<file path="src/logic/usie_pkg.sv">
package usie_pkg;

   // ***************************************************************
   // Enable register field positions
   // ***************************************************************
   localparam int unsigned DEFAULT_EN_POS     = 7;
   localparam int unsigned ADDR_EN_POS        = 6;
   localparam int unsigned CONFIG_EN_POS      = 5;
   localparam int unsigned SUSPEND_EN_POS     = 4;
   localparam int unsigned CWR_STATUS_EN_POS  = 3;
   localparam int unsigned CRD_STATUS_EN_POS  = 2;

   // ***************************************************************
   // Reset values
   // ***************************************************************
   localparam logic [7:0] ENABLE_RST = 8'h00;

   // ***************************************************************
   // Device states and control stages
   // ***************************************************************
   typedef enum logic [2:0]
   {
      DEV_POWERED    = 3'h0,
      DEV_DEFAULT    = 3'h1,
      DEV_ADDRESS    = 3'h2,
      DEV_CONFIGURED = 3'h3,
      DEV_SUSPENDED  = 3'h4
   } usie_dev_state_e;

   typedef enum logic [2:0]
   {
      STG_IDLE       = 3'h0,
      STG_SETUP      = 3'h1,
      STG_RD_DATA    = 3'h2,
      STG_RD_STATUS  = 3'h3,
      STG_WR_DATA    = 3'h4,
      STG_WR_STATUS  = 3'h5,
      STG_ND_STATUS  = 3'h6
   } usie_ctrl_stage_e;

   // Current state and stage travel together
   typedef struct packed
   {
      usie_dev_state_e  dev_state;
      usie_ctrl_stage_e ctrl_stage;
   } usie_status_s;

   localparam usie_status_s STATUS_RST = '{dev_state: DEV_POWERED, ctrl_stage: STG_IDLE};

endpackage : usie_pkg

</file>
<file path="src/logic/usie_irq_enables.sv">
`timescale 1ns/1ps

module usie_irq_enables
(
   // Clock, reset and clock enable
   input  wire logic                 MCLK,
   input  wire logic                 RST_B,
   input  wire logic                 CE,
   // Enable register, written by the CPU side
   input  wire logic [7:0]           NOTIFY_ENABLE,
   // Current status from the USB core, same clock
   input  wire usie_pkg::usie_status_s CORE_STATUS,
   // Interrupt pulses
   output logic                      DEVICE_STATE_IRQ,
   output logic                      CONTROL_STAGE_IRQ,
   // Tracked status and enable readback
   output usie_pkg::usie_status_s    STATUS_OUT,
   output logic [7:0]                ENABLE_OUT
);

   // ***************************************************************
   // Reset release
   // ***************************************************************
   logic                   rst_meta_reg;
   logic                   rst_sync_reg;
   logic                   rst_n;

   // Release through two flops so every flop leaves reset on one edge
   // Assertion still acts at once, with no clock running
   // Only the second flop is read, never the first
   always_ff @(posedge MCLK or negedge RST_B)
   begin
      if (!RST_B)
      begin
         rst_meta_reg <= 1'b0;
         rst_sync_reg <= 1'b0;
      end
      else
      begin
         rst_meta_reg <= 1'b1;
         rst_sync_reg <= rst_meta_reg;
      end
   end

   assign rst_n = rst_sync_reg;

   // ***************************************************************
   // Enable decode
   // ***************************************************************
   logic                   default_state_notify_en;
   logic                   addr_state_notify_en;
   logic                   config_state_notify_en;
   logic                   suspend_notify_en;
   logic                   ctrl_write_status_notify_en;
   logic                   ctrl_read_status_notify_en;
   logic [7:0]             enable_reg;

   // Decoded from the stored copy, never from the raw input
   // Bits 1 and 0 are stored and read back but gate nothing
   assign default_state_notify_en     = enable_reg[usie_pkg::DEFAULT_EN_POS];
   assign addr_state_notify_en        = enable_reg[usie_pkg::ADDR_EN_POS];
   assign config_state_notify_en      = enable_reg[usie_pkg::CONFIG_EN_POS];
   assign suspend_notify_en           = enable_reg[usie_pkg::SUSPEND_EN_POS];
   assign ctrl_write_status_notify_en = enable_reg[usie_pkg::CWR_STATUS_EN_POS];
   assign ctrl_read_status_notify_en  = enable_reg[usie_pkg::CRD_STATUS_EN_POS];

   // ***************************************************************
   // Decode helpers
   // ***************************************************************

   // Small pure helpers, so the decode reads as a table
   // True when a 3-bit code differs from its stored copy
   // Shared by the state and stage paths so both detect entry alike
   function automatic logic code_changed
   (
      input logic [2:0] now_code,
      input logic [2:0] old_code
   );
      return now_code != old_code;
   endfunction : code_changed

   // Enable that gates entry into one device state
   // Powered has no enable of its own, so entering it never interrupts
   // Leaving suspend counts as entry to the state returned to
   function automatic logic dev_entry_enabled
   (
      input usie_pkg::usie_dev_state_e state,
      input logic                      dflt_en,
      input logic                      addr_en,
      input logic                      cfg_en,
      input logic                      suspend_notify_en_en
   );
      logic hit;
      hit = 1'b0;
      case (state)
         usie_pkg::DEV_DEFAULT    : hit = dflt_en;
         usie_pkg::DEV_ADDRESS    : hit = addr_en;
         usie_pkg::DEV_CONFIGURED : hit = cfg_en;
         usie_pkg::DEV_SUSPENDED  : hit = suspend_notify_en_en;
         default                  : hit = 1'b0;
      endcase
      return hit;
   endfunction : dev_entry_enabled

   // Enable that gates entry into one control stage
   // Setup, data and no-data status stages carry no enable at all
   // Leaving a status stage for idle never interrupts
   function automatic logic stage_entry_enabled
   (
      input usie_pkg::usie_ctrl_stage_e stage,
      input logic                       wr_en,
      input logic                       rd_en
   );
      logic hit;
      hit = 1'b0;
      case (stage)
         usie_pkg::STG_WR_STATUS : hit = wr_en;
         usie_pkg::STG_RD_STATUS : hit = rd_en;
         default                 : hit = 1'b0;
      endcase
      return hit;
   endfunction : stage_entry_enabled

   // ***************************************************************
   // Transition detect
   // ***************************************************************
   usie_pkg::usie_status_s status_reg;
   logic                   dev_irq_next;
   logic                   ctl_irq_next;
   logic                   dev_changed;
   logic                   stg_changed;

   // Compare against last cycle so a held state raises one pulse only
   assign dev_changed = code_changed(CORE_STATUS.dev_state, status_reg.dev_state);
   assign stg_changed = code_changed(CORE_STATUS.ctrl_stage, status_reg.ctrl_stage);

   // Gate by the enables held before this edge; a fresh write acts a cycle later
   assign dev_irq_next = dev_changed &&
                         dev_entry_enabled(CORE_STATUS.dev_state,
                                           default_state_notify_en,
                                           addr_state_notify_en,
                                           config_state_notify_en,
                                           suspend_notify_en);

   // Write and read status entries share one interrupt line
   // Only one stage is entered per cycle, so the two never pulse together
   assign ctl_irq_next = stg_changed &&
                         stage_entry_enabled(CORE_STATUS.ctrl_stage,
                                             ctrl_write_status_notify_en,
                                             ctrl_read_status_notify_en);

   // ***************************************************************
   // State registers
   // ***************************************************************
   logic                   dev_irq_reg;
   logic                   ctl_irq_reg;
   // Next values of the loaded registers
   logic [7:0]             enable_next;
   usie_pkg::usie_status_s status_next;

   // Next values are plain copies; CE alone decides whether they load
   assign enable_next = NOTIFY_ENABLE;
   assign status_next = CORE_STATUS;

   // Enable capture; takes effect on transitions from the next edge on
   always_ff @(posedge MCLK or negedge rst_n)
   begin
      if (!rst_n)
      begin
         enable_reg <= usie_pkg::ENABLE_RST;
      end
      else if (CE)
      begin
         enable_reg <= enable_next;
      end
   end

   // Status tracks regardless of enables; masking touches only the pulses
   always_ff @(posedge MCLK or negedge rst_n)
   begin
      if (!rst_n)
      begin
         status_reg <= usie_pkg::STATUS_RST;
      end
      else if (CE)
      begin
         status_reg <= status_next;
      end
   end

   // Pulses last one enabled cycle; with CE low they hold, like the enable and status registers
   always_ff @(posedge MCLK or negedge rst_n)
   begin
      if (!rst_n)
      begin
         dev_irq_reg <= 1'b0;
         ctl_irq_reg <= 1'b0;
      end
      else if (CE)
      begin
         dev_irq_reg <= dev_irq_next;
         ctl_irq_reg <= ctl_irq_next;
      end
   end

   // ***************************************************************
   // Outputs
   // ***************************************************************
   // Straight from flops, so nothing glitches between edges
   assign DEVICE_STATE_IRQ  = dev_irq_reg;
   assign CONTROL_STAGE_IRQ = ctl_irq_reg;
   assign STATUS_OUT        = status_reg;  // Reported even while masked
   assign ENABLE_OUT        = enable_reg;

endmodule : usie_irq_enables

</file>
<file path="config.mk">
export PLATFORM = sky130hd
export DESIGN_NAME = usie_irq_enables
export DESIGN_NICKNAME = d
export VERILOG_FILES = /design/src/logic/usie_pkg.sv /design/src/logic/usie_irq_enables.sv
export SDC_FILE = /design/constraint.sdc
export NUM_CORES = 1
export LEC_CHECK = 0
export BUFFER_PORTS_ARGS = -buffer_cell sky130_fd_sc_hd__buf_4
export CORE_MARGIN = 2
export CORE_UTILIZATION = 35
export DETAILED_ROUTE_END_ITERATION = 7
export SETUP_SLACK_MARGIN = 0.15
export SYNTH_ARGS = -nofsm -noshare
export SYNTH_HDL_FRONTEND = slang
export SYNTH_SLANG_ARGS = --single-unit
</file>
<file path="constraint.sdc">
create_clock -name MCLK -period 1.2 [get_ports MCLK]
set_input_delay 0.18 -clock MCLK [delete_from_list [all_inputs] [get_ports MCLK]]
set_output_delay 0.18 -clock MCLK [all_outputs]
set_load 0.1 [all_outputs]
</file>
==> After elaboration in Yosys (flattened, before gate mapping) <==
Cells that the tools add are included.
{ "word_totals": {"ff_bits": 18, "input_bits": 17, "output_inout_bits": 16, "wordCells": 19} }
{ "classes": {"eq_ne": 8, "n_mux": 2, "reduce_logical": 2} }
{ "ops": {"columns": ["operator", "count"], "rows": [
  ["== test 3 x 2 -> 1 bit (second input constant)", 3],
  ["== test 3 bit (second input constant)", 2],
  ["inequality test 3 bit", 2],
  ["one-hot mux 1 bit (4 select lines)", 1],
  ["== test 3 x 1 -> 1 bit (second input constant)", 1],
  ["logical AND 1 bit", 2],
  ["one-hot mux 1 bit (2 select lines)", 1]
]} }

==> Logic depth before layout (Yosys ltp) <==
{ "depth": {"ltp_word": 3, "mapped_depth": 4, "mapped_depth_nobuf": 4} }

==> Worst setup path after synthesis <==
No wires, ideal clock.
{ "synth_path": {"path_kind": "register to register", "start": "register status_reg, in the netlist STATUS_OUT[1]", "end": "register ctl_irq_reg (netlist: CONTROL_STAGE_IRQ)", "setup_ps": 120, "t_arrival_ps": 1529, "required_ps": 1080, "slack_ps": -449, "path_stages_with_launch": 4, "n_path_buf": 0, "period_less_slack_ps": 1649, "path_cell_list": "dfrtp_1 nor3b_1 o21ai_0 a41o_1"} }
{ "synth_between": {"elab_chain_len": 2} }
{ "synth_lines": {"columns": ["item", "line_no", "text"], "rows": [
  ["start: declaration", "usie_irq_enables.sv:127", "usie_pkg::usie_status_s status_reg;"],
  ["start signal: assignment", "usie_irq_enables.sv:183", "status_reg <= usie_pkg::STATUS_RST;"],
  ["start signal: assignment", "usie_irq_enables.sv:187", "status_reg <= status_next;"],
  ["inequality test 3 bit", "usie_irq_enables.sv:79", "return now_code != old_code;"],
  ["logical AND 1 bit", "usie_irq_enables.sv:147", "assign ctl_irq_next = stg_changed &&"],
  ["end signal: assignment", "usie_irq_enables.sv:202", "ctl_irq_reg <= ctl_irq_next;"],
  ["end: declaration", "usie_irq_enables.sv:156", "logic ctl_irq_reg;"]
]} }
No other way between the ends.
A chain may end at the register's enable or synchronous reset.

==> Worst setup path in the final report <==
{ "layout_path": {"start": "register status_reg, in the netlist STATUS_OUT[4]", "end": "register dev_irq_reg (netlist: DEVICE_STATE_IRQ)"} }
{ "layout_between": {"elab_chain_len": 2} }
{ "layout_lines": {"columns": ["item", "line_no", "text"], "rows": [
  ["inequality test 3 bit", "usie_irq_enables.sv:79", null],
  ["logical AND 1 bit", "usie_irq_enables.sv:138", "assign dev_irq_next = dev_changed &&"],
  ["end signal: assignment", "usie_irq_enables.sv:201", "dev_irq_reg <= dev_irq_next;"],
  ["end: declaration", "usie_irq_enables.sv:155", "logic dev_irq_reg;"]
]} }
No other way between the ends.

==> flow_summary.toml <==
[outcome]
run_status = "finished clean"

[global_routing]
global_route_congestion_overflow_total = 0
antenna_found_initial = 0
all_layer_global_routing_usage = 0.142
global_route_wire_length_before_repair_microns = 2780
grt_start_max_net_pins = 19
vias_in_the_first_global_route = 627

[cts]
cts.path.max_buffers = 2
clkTransAtPathRegs_ps = 100
h-tree-depth = 1
ctsRootBufferMaster = "sky130_fd_sc_hd__clkbuf_4"
clk_latency_ps = 290
cts_tree = "done"
cts_sinks = 18
numCtsBuffers = 3

[die]
core_region_area_sq_um = 2190
floorplan.initialDensity = 0.366
chip_height_microns = 51.9
chipWidth_microns = 51.9
placementRows = 17
fp.dieArea_sq_um = 2690
pin_count = 33

[worst_setup_path]
timing.critical_path.to_type = "register"
crit_required_ps = 1370
crit_path_top_delay_cell = "sky130_fd_sc_hd__dfrtp_4"
top_family_by_delay_on_critical_path = "flip-flops"
worst-path-stages = 3
cp-start-kind = "register"
signal_arrival_time_at_the_worst_endpoint_ps = 1350
highest_net_fanout_along_the_worst_path = 3
worst_r2r_path_depth = 3
crit_path_max_incr_delay_ps = 520
crit_path_cell_trace = "xor2_1, o311ai_1, o22ai_1"
worstSetupPathType = "reg -> reg"
critical_path.n_buffers_inverters = 0

[timing]
fmaxAchievable_mhz = 850
setup_slack_ps = 23.1
hold_viol = 0
timing_max_transition_violations_final = 0
period_minus_slack_ps = 1180
finClkSkew_ps = 7.15
setup_viol_count_final = 0
timing.final.crit_share = 0.981
rsz_0062_raised_after_global_routing = "yes"

[finish]
flow.area_growth_from_synthesis_pct = 74.6
fin_cells = 128
final_layout_size_suffix_gt1_frac = 0.750
num_antenna_cells = 0
final.fill_count = 178
postLayoutCoreUtil = 0.639
largest_register_ffs = 8
seq_area_sq_um = 482
multi_input_comb_area_sq_um = 325
nets = 118

[pwr]
ir_drop_mv = 0.872
pleak_nw = 0.634
pwr_density_cell_nw_per_um2 = 1420

[synthesis]
seq_area_frac_synth = 0.562
yosys.cell_types.count = 20
synthCells = 57
synth_seq_cells = 18
synth.yosys.warnings = 0
synth_fp_nets = 74
netlist_area_sq_um = 802
mean_cell_area_of_the_mapped_netlist_sq_um = 14.1

[routing]
vias = 593
drtIter0Drc = 7
wl_per_cell_microns = 13.9
routed_wirelength_microns = 1780
antenna_viol_nets_final = 0
routed_via_density = 4.63
detail_route.drc_violations = 0
drt-pass1-iter-count = 3

[placement]
place_worst_setup_slack_ps = 71.4
port-buffer-count = 32
hpwl_microns = 1170
dp.cells = 116
gpl.final_weighted_congestion = 0.807

[run]
cap_viol_max_count = 0

[worst_hold_path]
hold_class = "in -> reg"
timing.hold.worst_path_depth = 2
==> cell type report <==
cell class | count | area share
repair buffers | 41 | 0.367
flip-flops and latches | 18 | 0.344
multi-input cells | 35 | 0.232
clock buffers | 4 | 0.0259
well taps | 28 | 0.0250
inverters | 2 | 0.00536
==> report_power, final <==
group | internal, mW | leakage, nW | switching [mW] | total [mW]
clock network | 0.185 | 0.0210 | 0.182 | 0.367
registers | 0.681 | 0.199 | 0.0735 | 0.755
logic | 0.356 | 0.415 | 0.512 | 0.868
==> cell usage in the layout, fill, tap and decap left out, drive strengths merged <==
master       netlist  layout
a21oi              1       1
a31oi              1       1
a41o               1       1
buf                2      40
clkbuf             0       4
conb               1       1
dfrtp             18      18
dlygate4sd3        0       1
inv                2       2
mux2              14      14
nand2              3       3
nand3b             1       1
nor2               1       1
nor2b              2       2
nor3b              1       1
o21ai              4       4
o22ai              1       1
o311ai             1       1
xor2               3       3
==> final timing paths <==
path | from | end | slack (ps)
setup / recovery | STATUS_OUT[4] | DEVICE_STATE_IRQ | 20
hold / removal | NOTIFY_ENABLE[5] | ENABLE_OUT[5] | 110
setup reg to reg | STATUS_OUT[4] | DEVICE_STATE_IRQ | 20
hold reg to reg | rst_n | DEVICE_STATE_IRQ | 140
max in group asynchronous | rst_n | STATUS_OUT[3] | 580
min in group asynchronous | rst_n | DEVICE_STATE_IRQ | 140
==> synth_stat cells <==
| library cell | n | area, sq um |
|---|---|---|
| sky130_fd_sc_hd__dfrtp_1 | 18 | 450 |
| sky130_fd_sc_hd__mux2_2 | 7 | 78.8 |
| sky130_fd_sc_hd__mux2_4 | 7 | 105 |
| sky130_fd_sc_hd__nand2_1 | 3 | 11.3 |
| sky130_fd_sc_hd__xor2_1 | 3 | 26.3 |
| sky130_fd_sc_hd__inv_1 | 2 | 7.51 |
| sky130_fd_sc_hd__nor2b_1 | 2 | 12.5 |
| sky130_fd_sc_hd__o21ai_0 | 2 | 10.0 |
| sky130_fd_sc_hd__o21ai_1 | 2 | 10.0 |
| sky130_fd_sc_hd__a21oi_1 | 1 | 5.00 |
| sky130_fd_sc_hd__a31oi_1 | 1 | 6.26 |
| sky130_fd_sc_hd__a41o_1 | 1 | 10.0 |
| sky130_fd_sc_hd__buf_12 | 1 | 20.0 |
| sky130_fd_sc_hd__buf_6 | 1 | 11.3 |
| sky130_fd_sc_hd__conb_1 | 1 | 3.75 |
| sky130_fd_sc_hd__nand3b_1 | 1 | 7.51 |
| sky130_fd_sc_hd__nor2_1 | 1 | 3.75 |
| sky130_fd_sc_hd__nor3b_1 | 1 | 7.51 |
| sky130_fd_sc_hd__o22ai_1 | 1 | 6.26 |
| sky130_fd_sc_hd__o311ai_1 | 1 | 8.76 |
==> logic make-up (layout without fill, tap and decap cells) <==
| kind of cell | Yosys count | after routing | synth area share |
|---|---|---|---|
| AOI/OAI and AO/OA | 9 | 9 | 0.0702 |
| and+or+nand+nor | 8 | 8 | 0.0530 |
| other | 1 | 1 | 0.00468 |
| buffers and inverters | 4 | 47 | 0.0484 |
| DFF | 18 | 18 | 0.562 |
| muxes | 14 | 14 | 0.229 |
| xor gates and xnor gates | 3 | 3 | 0.0328 |
==> repair_timing <==
item                       in CTS  in global routing
setup endpoints to repair      18                 18
gates cloned                    0                  0
hold buffers                    1                  0
buffers inserted                7                  0
hold endpoints to repair        2                  0
pin swaps                       0                  7
resized for setup              39                 13
==> through the flow <==
stage	hold slack, ps	area, sq um	total power [mW]	TNS [ps]
detailed placement	-37.1	1090	1.42	0
global placement	-37.6	1090	1.41	0
global route	92.5	1400	2.07	-49.0
floorplan	-116	838	1.26	-141
finish	114	1400	1.99	0
CTS	102	1350	1.96	0
==> metal layers <==
layer / wire, microns / global-route usage
met1: 735 / 0.164
met4: 8 / 0.0263
met5: 0 / 0
met2: 961 / 0.253
met3: 70 / 0.0517
Power figures use the tool's default switching activity.
